[src/design/ocv_defines.svh]
// Offsets, field positions, reset values and timing figures of the measurement sequencer
`ifndef OCV_DEFINES_SVH
`define OCV_DEFINES_SVH

// ============================================================
// Register byte offsets
`define ADDR_CTRL 8'h00
`define ADDR_DCAP 8'h04
`define ADDR_STATUS 8'h08
`define ADDR_MASK 8'h0C
`define ADDR_CALC_V 8'h10
`define ADDR_CALC_I 8'h14
`define ADDR_CALC_T 8'h18

// ============================================================
// Field positions
`define CTRL_CMD 0
`define CTRL_BI 1
`define CTRL_SLEEP 2
`define STS_DONE 0
`define STS_FAIL 1
`define STS_PASS 2
`define STS_BUSY 8
`define STS_QUAL 9

// ============================================================
// Reset values
`define DCAP_RST 16'h03E8
`define MASK_RST 3'h0
`define STS_RST 3'h0

// ============================================================
// Timing, in milliseconds, the clock rate in cycles per millisecond, and the capacity divider for the fail threshold
`define CLK_PER_MS 100000
`define QUAL_MS 165
`define CUR_MS 1000
`define VOLT_MS 125
`define TEMP_MS 125
`define ACT_INT_MS 1000
`define SLEEP_INT_MS 20000
`define POR_DLY_MS 300
`define CAP_DIV 16'h0012

`endif

[src/design/ocv_pkg.sv]
// Types shared by the measurement sequencer
package ocv_pkg;
  // Sequencer phases
  typedef enum logic [1:0] {
    ST_POR_WAIT = 2'b00,
    ST_SET = 2'b01,
    ST_GAP = 2'b10,
    ST_QUAL = 2'b11
  } state_t;
endpackage

[src/design/meas_if.sv]
// Interval timer carrier between sequencer and timer
`timescale 1ns/1ns
`default_nettype none
interface meas_if;
  logic load;
  logic [31:0] count;
  logic done;
  // Sequencer side
  modport ctrl (output load, output count, input done);
  // Timer side
  modport tmr (input load, input count, output done);
endinterface
`default_nettype wire

[src/design/meas_timer.sv]
// Down-counting interval timer, done pulses count cycles after load
`timescale 1ns/1ns
`default_nettype none
module meas_timer #(
  parameter int unsigned RST_COUNT = 32'h00000001
) (
  // Clock and reset
  input wire logic clk,
  input wire logic rst,
  // Control
  meas_if.tmr t
);
  logic [31:0] cnt_r;

  // Reset value arms the first interval without a load
  assign t.done = (cnt_r == 32'h00000001);

  // Count down and park at zero
  always_ff @(posedge clk or posedge rst) begin
    if (rst) begin
      cnt_r <= RST_COUNT;
    end else if (t.load) begin
      cnt_r <= t.count;
    end else if (cnt_r != 32'h00000000) begin
      cnt_r <= cnt_r - 32'h00000001;
    end
  end
endmodule
`default_nettype wire

[src/design/ocv_measure_sequencer.sv]
// Open-circuit-voltage measurement sequencer with APB registers
`timescale 1ns/1ns
`default_nettype none
`include "ocv_defines.svh"
module ocv_measure_sequencer #(
  parameter int unsigned QUAL_CYC = `QUAL_MS * `CLK_PER_MS,
  parameter int unsigned CUR_CYC = `CUR_MS * `CLK_PER_MS,
  parameter int unsigned VOLT_CYC = `VOLT_MS * `CLK_PER_MS,
  parameter int unsigned TEMP_CYC = `TEMP_MS * `CLK_PER_MS,
  parameter int unsigned ACT_CYC = `ACT_INT_MS * `CLK_PER_MS,
  parameter int unsigned SLEEP_CYC = `SLEEP_INT_MS * `CLK_PER_MS,
  parameter int unsigned POR_CYC = `POR_DLY_MS * `CLK_PER_MS
) (
  // Clock and reset
  input wire logic clk,
  input wire logic rst,
  // APB slave
  input wire logic psel,
  input wire logic penable,
  input wire logic pwrite,
  input wire logic [7:0] paddr,
  input wire logic [31:0] pwdata,
  output logic [31:0] prdata,
  output logic pready,
  output logic pslverr,
  // Converter results, same clock domain
  input wire logic [15:0] adc_current_avg,
  input wire logic [15:0] adc_voltage,
  input wire logic [15:0] adc_temp,
  input wire logic [15:0] adc_inst_current,
  input wire logic adc_inst_valid,
  // Measurement windows to the converter
  output logic current_sample_period,
  output logic voltage_sample_period,
  output logic temperature_sample_period,
  output logic qualify_interval_alias,
  // Qualified set to the calculation
  output logic calc_start,
  output logic [15:0] calc_voltage,
  output logic [15:0] calc_current,
  output logic [15:0] calc_temp,
  // Interrupt
  output logic irq
);
  localparam int unsigned GAP_CYC = SLEEP_CYC - ACT_CYC;

  meas_if tif ();
  ocv_pkg::state_t state_r, state_nxt;
  logic [31:0] set_cnt_r;
  logic bi_pending_r, last_valid_r, fail_seen_r, sleep_r, calc_start_r;
  logic [15:0] dcap_r;
  logic [2:0] sts_r, mask_r;
  logic [31:0] prdata_r;
  logic [15:0] set_v_r, set_t_r;
  logic [15:0] last_v_r, last_i_r, last_t_r;
  logic [15:0] qual_v_r, qual_i_r, qual_t_r;
  logic [15:0] calc_v_r, calc_i_r, calc_t_r;

  // Address map check, used by strobes and error answer
  function automatic logic addr_mapped(input logic [7:0] a);
    addr_mapped = (a == `ADDR_CTRL) || (a == `ADDR_DCAP) || (a == `ADDR_STATUS) ||
                  (a == `ADDR_MASK) || (a == `ADDR_CALC_V) || (a == `ADDR_CALC_I) ||
                  (a == `ADDR_CALC_T);
  endfunction

  // ============================================================
  // APB decode
  wire access = psel && penable;
  wire setup = psel && !penable;
  wire wr_en = access && pwrite && addr_mapped(paddr);
  wire ctrl_wr = wr_en && (paddr == `ADDR_CTRL);
  wire dcap_wr = wr_en && (paddr == `ADDR_DCAP);
  wire sts_wr = wr_en && (paddr == `ADDR_STATUS);
  wire mask_wr = wr_en && (paddr == `ADDR_MASK);
  wire cmd_wr = ctrl_wr && pwdata[`CTRL_CMD];
  wire bi_wr = ctrl_wr && pwdata[`CTRL_BI];

  // Zero wait states keep the bus answer fixed at one access cycle
  assign pready = 1'b1;
  assign pslverr = access && !addr_mapped(paddr);
  assign prdata = prdata_r;

  // ============================================================
  // Sequencing decode
  wire in_set = (state_r == ocv_pkg::ST_SET);
  wire in_qual = (state_r == ocv_pkg::ST_QUAL);
  wire set_end = in_set && (set_cnt_r == CUR_CYC - 1);
  wire volt_end = in_set && (set_cnt_r == VOLT_CYC - 1);
  wire temp_end = in_set && (set_cnt_r == VOLT_CYC + TEMP_CYC - 1);
  // A command before any complete set has nothing to qualify, so it waits for none
  wire cmd_go = cmd_wr && last_valid_r && (in_set || state_r == ocv_pkg::ST_GAP);
  wire bi_go = bi_wr && !in_qual;
  wire bi_qual = set_end && bi_pending_r && !cmd_go;
  wire go_qual = cmd_go || bi_qual;
  wire go_gap = set_end && !bi_pending_r && sleep_r && !cmd_go && !bi_go;
  wire qual_end = in_qual && tif.done;
  wire restart = (state_nxt == ocv_pkg::ST_SET) && (!in_set || set_end || bi_go);

  // Signed current folded to magnitude before the compare
  wire [16:0] inst_abs = adc_inst_current[15] ?
                         (17'h00000 - {adc_inst_current[15], adc_inst_current}) :
                         {1'b0, adc_inst_current};
  wire [15:0] fail_thr = dcap_r / `CAP_DIV;
  wire fail_hit = in_qual && adc_inst_valid && (inst_abs >= {1'b0, fail_thr});
  wire fail_any = fail_seen_r || fail_hit;

  // Status flags: hardware set beats a write-one clear in the same cycle
  wire [2:0] sts_set = {qual_end && !fail_any, qual_end && fail_any, qual_end};
  wire [2:0] sts_clr = sts_wr ? pwdata[2:0] : 3'h0;
  wire [2:0] sts_nxt = (sts_r & ~sts_clr) | sts_set;

  // Timer loads: qualification window or sleep gap
  assign tif.load = go_qual || go_gap;
  assign tif.count = go_qual ? QUAL_CYC : GAP_CYC;

  // Windows toward the converter, calculation outputs and interrupt
  assign current_sample_period = in_set;
  assign voltage_sample_period = in_set && (set_cnt_r < VOLT_CYC);
  assign temperature_sample_period = in_set && (set_cnt_r >= VOLT_CYC) &&
                                     (set_cnt_r < VOLT_CYC + TEMP_CYC);
  assign qualify_interval_alias = in_qual;
  assign calc_start = calc_start_r;
  assign calc_voltage = calc_v_r;
  assign calc_current = calc_i_r;
  assign calc_temp = calc_t_r;
  assign irq = |(sts_r & mask_r);

  meas_timer #(
    .RST_COUNT(POR_CYC)
  ) u_timer (
    .clk(clk),
    .rst(rst),
    .t(tif.tmr)
  );

  // ============================================================
  // Next phase
  always_comb begin
    state_nxt = state_r;
    case (state_r)
      ocv_pkg::ST_POR_WAIT: begin
        if (tif.done) begin
          state_nxt = ocv_pkg::ST_SET;
        end
      end
      ocv_pkg::ST_SET: begin
        if (go_qual) begin
          state_nxt = ocv_pkg::ST_QUAL;
        end else if (go_gap) begin
          state_nxt = ocv_pkg::ST_GAP;
        end
      end
      ocv_pkg::ST_GAP: begin
        if (cmd_go) begin
          state_nxt = ocv_pkg::ST_QUAL;
        end else if (bi_go || tif.done) begin
          state_nxt = ocv_pkg::ST_SET;
        end
      end
      default: begin
        if (tif.done) begin
          state_nxt = ocv_pkg::ST_SET;
        end
      end
    endcase
  end

  // Read mux
  logic [31:0] rd_mux;
  always_comb begin
    rd_mux = 32'h00000000;
    if (paddr == `ADDR_CTRL) begin
      rd_mux[`CTRL_SLEEP] = sleep_r;
    end else if (paddr == `ADDR_DCAP) begin
      rd_mux[15:0] = dcap_r;
    end else if (paddr == `ADDR_STATUS) begin
      rd_mux[2:0] = sts_r;
      rd_mux[`STS_BUSY] = in_qual || bi_pending_r;
      rd_mux[`STS_QUAL] = in_qual;
    end else if (paddr == `ADDR_MASK) begin
      rd_mux[2:0] = mask_r;
    end else if (paddr == `ADDR_CALC_V) begin
      rd_mux[15:0] = calc_v_r;
    end else if (paddr == `ADDR_CALC_I) begin
      rd_mux[15:0] = calc_i_r;
    end else if (paddr == `ADDR_CALC_T) begin
      rd_mux[15:0] = calc_t_r;
    end
  end

  // ============================================================
  // Registers software owns
  always_ff @(posedge clk or posedge rst) begin
    if (rst) begin
      dcap_r <= `DCAP_RST;
      mask_r <= `MASK_RST;
      sts_r <= `STS_RST;
      sleep_r <= 1'b0;
      prdata_r <= 32'h00000000;
    end else begin
      if (dcap_wr) dcap_r <= pwdata[15:0];
      if (mask_wr) mask_r <= pwdata[2:0];
      if (ctrl_wr) sleep_r <= pwdata[`CTRL_SLEEP];
      sts_r <= sts_nxt;
      if (setup) prdata_r <= rd_mux; // Read data settles before the access cycle
    end
  end

  // Phase, set counter and pending insert
  always_ff @(posedge clk or posedge rst) begin
    if (rst) begin
      state_r <= ocv_pkg::ST_POR_WAIT;
      set_cnt_r <= 32'h00000000;
      bi_pending_r <= 1'b1;
    end else begin
      state_r <= state_nxt;
      set_cnt_r <= restart ? 32'h00000000 : (in_set ? set_cnt_r + 32'h00000001 : set_cnt_r);
      if (bi_go) begin
        bi_pending_r <= 1'b1;
      end else if (bi_qual) begin
        bi_pending_r <= 1'b0;
      end
    end
  end

  // Set capture: voltage, temperature and averaged current at their window ends
  always_ff @(posedge clk or posedge rst) begin
    if (rst) begin
      set_v_r <= 16'h0000;
      set_t_r <= 16'h0000;
      last_v_r <= 16'h0000;
      last_i_r <= 16'h0000;
      last_t_r <= 16'h0000;
      last_valid_r <= 1'b0;
    end else begin
      if (volt_end) set_v_r <= adc_voltage;
      if (temp_end) set_t_r <= adc_temp;
      if (set_end) begin
        last_v_r <= set_v_r;
        last_i_r <= adc_current_avg;
        last_t_r <= set_t_r;
        last_valid_r <= 1'b1;
      end
    end
  end

  // Set under qualification, and its hand-off to the calculation
  always_ff @(posedge clk or posedge rst) begin
    if (rst) begin
      qual_v_r <= 16'h0000;
      qual_i_r <= 16'h0000;
      qual_t_r <= 16'h0000;
      calc_v_r <= 16'h0000;
      calc_i_r <= 16'h0000;
      calc_t_r <= 16'h0000;
      fail_seen_r <= 1'b0;
      calc_start_r <= 1'b0;
    end else begin
      if (cmd_go) begin
        qual_v_r <= last_v_r;
        qual_i_r <= last_i_r;
        qual_t_r <= last_t_r;
      end else if (bi_qual) begin
        qual_v_r <= set_v_r;
        qual_i_r <= adc_current_avg;
        qual_t_r <= set_t_r;
      end
      fail_seen_r <= go_qual ? 1'b0 : (fail_seen_r || fail_hit);
      calc_start_r <= qual_end && !fail_any;
      if (qual_end && !fail_any) begin
        calc_v_r <= qual_v_r;
        calc_i_r <= qual_i_r;
        calc_t_r <= qual_t_r;
      end
    end
  end
endmodule
`default_nettype wire

[config.mk]
export PLATFORM = sky130hd
export DESIGN_NAME = ocv_measure_sequencer
export DESIGN_NICKNAME = d
export VERILOG_FILES = /design/src/design/ocv_pkg.sv /design/src/design/meas_if.sv /design/src/design/meas_timer.sv /design/src/design/ocv_measure_sequencer.sv
export VERILOG_INCLUDE_DIRS = /design/src /design/src/design
export SDC_FILE = /design/constraint.sdc
export NUM_CORES = 1
export LEC_CHECK = 0
export BUFFER_PORTS_ARGS = -buffer_cell sky130_fd_sc_hd__buf_2
export CAP_MARGIN = 25
export CORE_ASPECT_RATIO = 0.75
export CORE_UTILIZATION = 58
export CTS_CLUSTER_SIZE = 28
export DETAILED_ROUTE_END_ITERATION = 16
export PLACE_DENSITY = 0.8
export SETUP_SLACK_MARGIN = 0.05
export SLEW_MARGIN = 30
export SYNTH_ARGS = -nofsm -noshare
export SYNTH_HDL_FRONTEND = slang
export SYNTH_SLANG_ARGS = --single-unit
[constraint.sdc]
create_clock -name clk -period 9.9 [get_ports clk]
set_input_delay 0.495 -clock clk [delete_from_list [all_inputs] [get_ports clk]]
set_output_delay 0.495 -clock clk [all_outputs]
set_load 0.005 [all_outputs]
**Yosys cells after proc, flatten, opt, wreduce, memory -nomap -nowiden**

Cells that the tools add are included.

- Logic and storage cells: 145
- Input port bits: 110
- Output and inout bits: 88
- Register bits: 285

- Equal/unequal tests: 14
- $add $sub $neg: 3
- Mux-type cells: 35
- Div/mod/pow operators: 1
- Reduce and logical (&&, ||, !) cells: 61
- Bitwise operators: 4
- Order comparisons: 4

Operator list:

| cell | count |
|---|---|
| 2-to-1 mux 16 bit | 10 |
| 2-to-1 mux 32 bit | 4 |
| adder 32 x 1 -> 32 bit (second input constant) | 1 |
| == test 32 x 1 -> 1 bit (second input constant) | 1 |
| == test 32 x 24 -> 1 bit (second input constant) | 1 |
| == test 32 x 25 -> 1 bit (second input constant) | 1 |
| == test 32 x 27 -> 1 bit (second input constant) | 1 |
| >= comparator 32 x 24 -> 1 bit (second input constant) | 1 |
| logical AND 1 bit | 32 |
| < comparator 32 x 24 -> 1 bit (second input constant) | 1 |
| < comparator 32 x 25 -> 1 bit (second input constant) | 1 |
| nonzero test 32 bit | 1 |
| subtractor 32 x 1 -> 32 bit (second input constant) | 1 |
| 2-to-1 mux 31 bit | 1 |
| 2-to-1 mux 13 bit | 2 |
| == test 8 x 5 -> 1 bit (second input constant) | 3 |
| >= comparator 17 x 16 -> 1 bit | 1 |
| 2-to-1 mux 17 bit | 1 |
| subtractor 1 x 16 -> 17 bit (first input constant) | 1 |
| divider 16 x 5 -> 16 bit (second input constant) | 1 |
| == test 8 x 4 -> 1 bit (second input constant) | 2 |
| logical OR 1 bit | 14 |
| 2-to-1 mux 2 bit | 7 |
| 2-to-1 mux 3 bit | 3 |
| other kinds (14) | 30 |

**Longest topological paths before layout**

- Depth in word-level cells: 21
- Gate-level depth with buffers: 40
- Gate-level depth less buffers: 35

**Modules after synthesis**

From an unflattened synthesis, not the netlist that was laid out.

- Cell total of the unflattened synthesis: 1559
- Area, all modules: 15352.2 um^2

Modules (own cells, without submodules):

| module | seq. area each (um^2) | cells each | instances | area an instance (um^2) |
|---|---|---|---|---|
| ocv_measure_sequencer | 6339.8 | 1359 | 1 | 13405.4 |
| meas_timer | 813.3 | 200 | 1 | 1946.9 |

**Worst setup path after synthesis**

Ideal clock, no wire load.

- Path type: register to register
- Start: register dcap_r[11]
- End: register calc_i_r[0] (netlist: calc_current[0])
- Stages on the path, launching flop included: 39
- Buffers on the path: 3
- Path slack: 2.338 ns
- Period minus slack after synthesis: 7.562 ns
- Data required time: 9.775 ns
- Arrival time: 7.437 ns
- Path through: dfrtp_1 buf_4 nand2b_4 a21oi_1 mux2_2 a211o_1 nand2_1 mux2_4 a311oi_4 nor2_1 a311oi_2 nand2_1 mux2_4 a32o_2 a32o_1 a211o_1 a21o_1 maj3_2 [3 not listed] o21a_1 o21a_1 o21a_1 o21ai_0 nand2b_1 a21oi_1 nor2b_1 o21ai_0 nand2b_1 a21oi_1 nor2b_1 o21ai_0 nand2_1 a31oi_1 and3_1 clkbuf_1 clkbuf_1 mux2_2

- Word-level cells in the longest chain between the ends: 6

Ends and longest elaborated chain:

| what | RTL line | text |
|---|---|---|
| start, declared | ocv_measure_sequencer.sv:51 | `logic [15:0] dcap_r;` |
| start signal, assigned | ocv_measure_sequencer.sv:195 | `` dcap_r <= `DCAP_RST; `` |
| start signal, assigned | ocv_measure_sequencer.sv:201 | `if (dcap_wr) dcap_r <= pwdata[15:0];` |
| divider 16 x 5 -> 16 bit (no source line) | n/a |  |
| >= comparator 17 x 16 -> 1 bit | ocv_measure_sequencer.sv:104 | `wire fail_hit = in_qual && adc_inst_valid && (inst_abs >= {1'b0, fail_thr});` |
| logical AND 1 bit | ocv_measure_sequencer.sv:104 |  |
| logical OR 1 bit | ocv_measure_sequencer.sv:105 | `wire fail_any = fail_seen_r \|\| fail_hit;` |
| zero test 1 bit | ocv_measure_sequencer.sv:270 | `if (qual_end && !fail_any) begin` |
| logical AND 1 bit | ocv_measure_sequencer.sv:270 |  |
| end signal, assigned | ocv_measure_sequencer.sv:272 | `calc_i_r <= qual_i_r;` |
| end, declared | ocv_measure_sequencer.sv:57 | `logic [15:0] calc_v_r, calc_i_r, calc_t_r;` |

No other way between the ends.
A chain may end at the register's enable or synchronous reset.

**Final worst setup path**

- Start: register dcap_r[14]
- End: register calc_t_r[3] (netlist: calc_temp[3])

- Word-level cells in the longest chain between the ends: 6

Ends and longest elaborated chain:

| what | RTL line | text |
|---|---|---|
| divider 16 x 5 -> 16 bit (no source line) | n/a |  |
| >= comparator 17 x 16 -> 1 bit | ocv_measure_sequencer.sv:104 |  |
| logical AND 1 bit | ocv_measure_sequencer.sv:104 |  |
| logical OR 1 bit | ocv_measure_sequencer.sv:105 |  |
| zero test 1 bit | ocv_measure_sequencer.sv:270 |  |
| logical AND 1 bit | ocv_measure_sequencer.sv:270 |  |
| end signal, assigned | ocv_measure_sequencer.sv:273 | `calc_t_r <= qual_t_r;` |
| end, declared | ocv_measure_sequencer.sv:57 |  |

No other way between the ends.

==> flow_summary.ini <==
[grt]
grt_pass1_wl_microns = 61270
antenna_found_initial = 4
grt-ovfl-total = 0
grt_pass1_vias = 11523
grt_max_degree = 140
grt.total_usage = 0.2881

[clock_network]
clock_sinks = 285
clock_path_buffers = 3
cts_tree = built
htree_levels = 1
cts_buffers = 28
cts_setup_buffers = 0
cts.reportedPaths.clkPinSlew_ns = 0.07
postCtsHoldBufs = 0
insertion_delay_ns = 0.58
ctsRootBufferMaster = clkbuf_16

[synth]
synth_edf_count = 0
syn-cell-area_sq_mm = 0.01502
synth_seq_cells = 285
synth_top_area_frac = 0.4464
syn_inst = 1558
yosys_warnings = 0
yosys-top-cells-area = dfrtp_1 45%, nand2_1 7.3%, mux2_2 7.0%, mux2i_1 4.7%, o21ai_0 3.8%
yosys.area.top_type = dfrtp_1
async_flop_share = 1.000
ys_types = 97
ys.flop_type = dfrtp_1
synth.avg_cell_area_sq_um = 9.642
ys_seq_area_frac = 0.4762

[pwr]
power_density_mw_per_mm2 = 141.7
p_leak_nw = 8.165
intPower_mw = 1.823
p_comb_frac = 0.071
power_frac_seq = 0.494
ir_drop_v = 0.0001436
pwr-share-clk = 0.436
switchingPower_mw = 0.5809
switching_share = 0.2417
power_mw = 2.404

[route]
routed_wl_microns = 38040
drt-met1-wl_microns = 16650
via_per_inst = 5.907
ant_nets = 0
drtIter0Drc = 1092
drc = 0
dr_wl_met2_microns = 16990
wl_per_cell_microns = 18.58
wl_met3_microns = 3346
via_count = 12092
topRoutingLayerUsed = met5
first_pass_iters = 6

[layout]
stdcell_area_sq_mm = 0.01697
drive_gt1_frac = 0.2238
largest_registers = set_cnt_r (32), u_timer.cnt_r (32)
syn2layout_area_growth_pct = 12.94
fin_nets = 1816

[critical_path]
max_stage_delay_ns = 0.67
slowest_stage = dfrtp_1
end_kind = register
ff2ff_setup_slack_ns = 0.69
crit_type = reg -> reg
cp_top_family = compound AO/OA/AOI/OAI gates
required_ns = 10.32
startpoint_type = register
crit_buf_inv = 1
path_max_fanout = 33
arrival_ns = 9.63

[floorplanning]
die_y_microns = 141.4
fp-row-count = 50
io_pins = 198
initial_utilization = 0.5958
die_area_sq_mm = 0.02655
core_area_sq_mm = 0.02521
die_x_microns = 187.8

[place]
place_area_sq_mm = 0.01604
dpl.hpwl_microns = 26100
globalplace.congestion = 0.9403
port_buffers = 164

[sta]
slew_headroom = 0.3523
fin_skew_ns = 0.04210
grt_setup_unrepaired = false
fmax_ghz = 0.1086
tightest_slew_ns = 0.9716
finalSetupTns_ns = 0
hold_viol_final = 0
setup_viol = 0
finalCritPeriodShare = 0.9301
layout_min_cycle_time_ns = 9.208
finalMaxSlewViolations = 0

[run]
cap_violations = 0

[status]
outcome = completed

[hold_path]
hold_class = in -> async
==> worst paths after layout <==
path / start / to / depth (start not counted)
max: dcap_r[14] / calc_temp[3] / 36
min: rst / set_cnt_r[11] / 2
max reg2reg: dcap_r[14] / calc_temp[3] / 36
min reg2reg: last_t_r[14] / last_t_r[14] / 2
max in group asynchronous: rst / mask_r[1] / 4
min in group clk: adc_current_avg[0] / last_i_r[0] / 3
==> power by group through the flow <==
stage	clock network, mW	logic (mW)	registers (mW)
after floorplan	0	0.122	1.20
after global placement	0	0.163	1.21
after detailed placement	0	0.168	1.21
after CTS	1.06	0.169	1.19
after global routing	1.11	0.191	1.19
final	1.05	0.170	1.19
==> cell type report <==
class / count / area (sq um)
diodes: 2 / 5.005
flip-flops and latches: 285 / 7153
repair buffers: 180 / 957.2
inverters: 30 / 125.1
fillers: 1957 / 8247
multi-input cells: 1161 / 7390
clock inverters: 11 / 86.33
well taps: 338 / 422.9
clock buffers: 40 / 825.8
==> repair_timing <==
item                                   CTS  global route
gates resized for setup                  0             1
setup endpoints to repair                0            32
endpoints found under the hold margin    0             0
==> routing by layer <==
| metal | GRT usage | up-vias |
|---|---|---|
| li1 | - | 5689 |
| met1 | 0.4205 | 5869 |
| met2 | 0.4353 | 455 |
| met3 | 0.06060 | 73 |
| met4 | 0.08301 | 6 |
| met5 | 0 | - |
==> worst register-to-register path: cells and delay by family (launching register included) <==
| family | cells | cell delay [ns] |
|---|---|---|
| AOI/OAI and AO/OA | 22 | 5.07 |
| and+or+nand+nor | 10 | 2.17 |
| adders and majority gates | 2 | 0.51 |
| DFF | 1 | 0.67 |
| muxes | 1 | 0.37 |
| buffers and inverters | 1 | 0.30 |
==> synthesized netlist by cell type (15+ instances only) <==
cell type  instances
a21oi_1           38
buf_4             20
clkbuf_1          57
dfrtp_1          268
dfstp_2           17
ha_1              20
inv_1             30
mux2_2            93
mux2i_1           71
nand2_1          294
nand2b_1          15
nand3_1           29
nand4_1           22
nor2_1           119
nor2b_1           17
nor3_1            36
nor4_1            16
o21ai_0          115
xnor2_1           40
xor2_1            24
==> metrics by stage <==
step                  util  hold slack (ns)  setup slack, ns  instances
floorplan                -           0.4386            1.569       1573
global placement    0.6359           0.4480           0.9373       1994
detailed placement  0.6362           0.4517           0.8490       1994
CTS                 0.6724           0.1210           0.7867       2045
global route        0.6728           0.1140          0.08410       2046
finish              0.6729          0.04709           0.6923       2047
==> cell families (layout without fill, tap and decap cells) <==
family / Yosys count / after routing / share of synthesized area
compound gates: 275 / 275 / 0.1216
xor+xnor: 64 / 64 / 0.03731
fa+ha+maj: 21 / 21 / 0.01741
buf+inv: 127 / 261 / 0.03798
flops: 285 / 285 / 0.4762
mux: 167 / 167 / 0.1205
other cells: 2 / 19 / 0.0004999
simple gates: 617 / 617 / 0.1885
==> placed cells by master (no fill, tap or decap), types with 20 or more instances in the layout <==
| cell | Yosys | routed |
|---|---|---|
| inv_1 | 30 | 29 |
| nor3_1 | 36 | 33 |
| xor2_1 | 24 | 24 |
| buf_2 | 8 | 164 |
| nand4_1 | 22 | 22 |
| a21oi_1 | 38 | 38 |
| o21ai_0 | 115 | 115 |
| nand2_1 | 294 | 293 |
| nor2_1 | 119 | 118 |
| dfrtp_1 | 268 | 268 |
| mux2i_1 | 71 | 71 |
| xnor2_1 | 40 | 40 |
| clkbuf_16 | 0 | 28 |
| mux2_2 | 93 | 93 |
| nand3_1 | 29 | 29 |
| ha_1 | 20 | 20 |
Note: power is estimated with default switching activity, not from simulation.
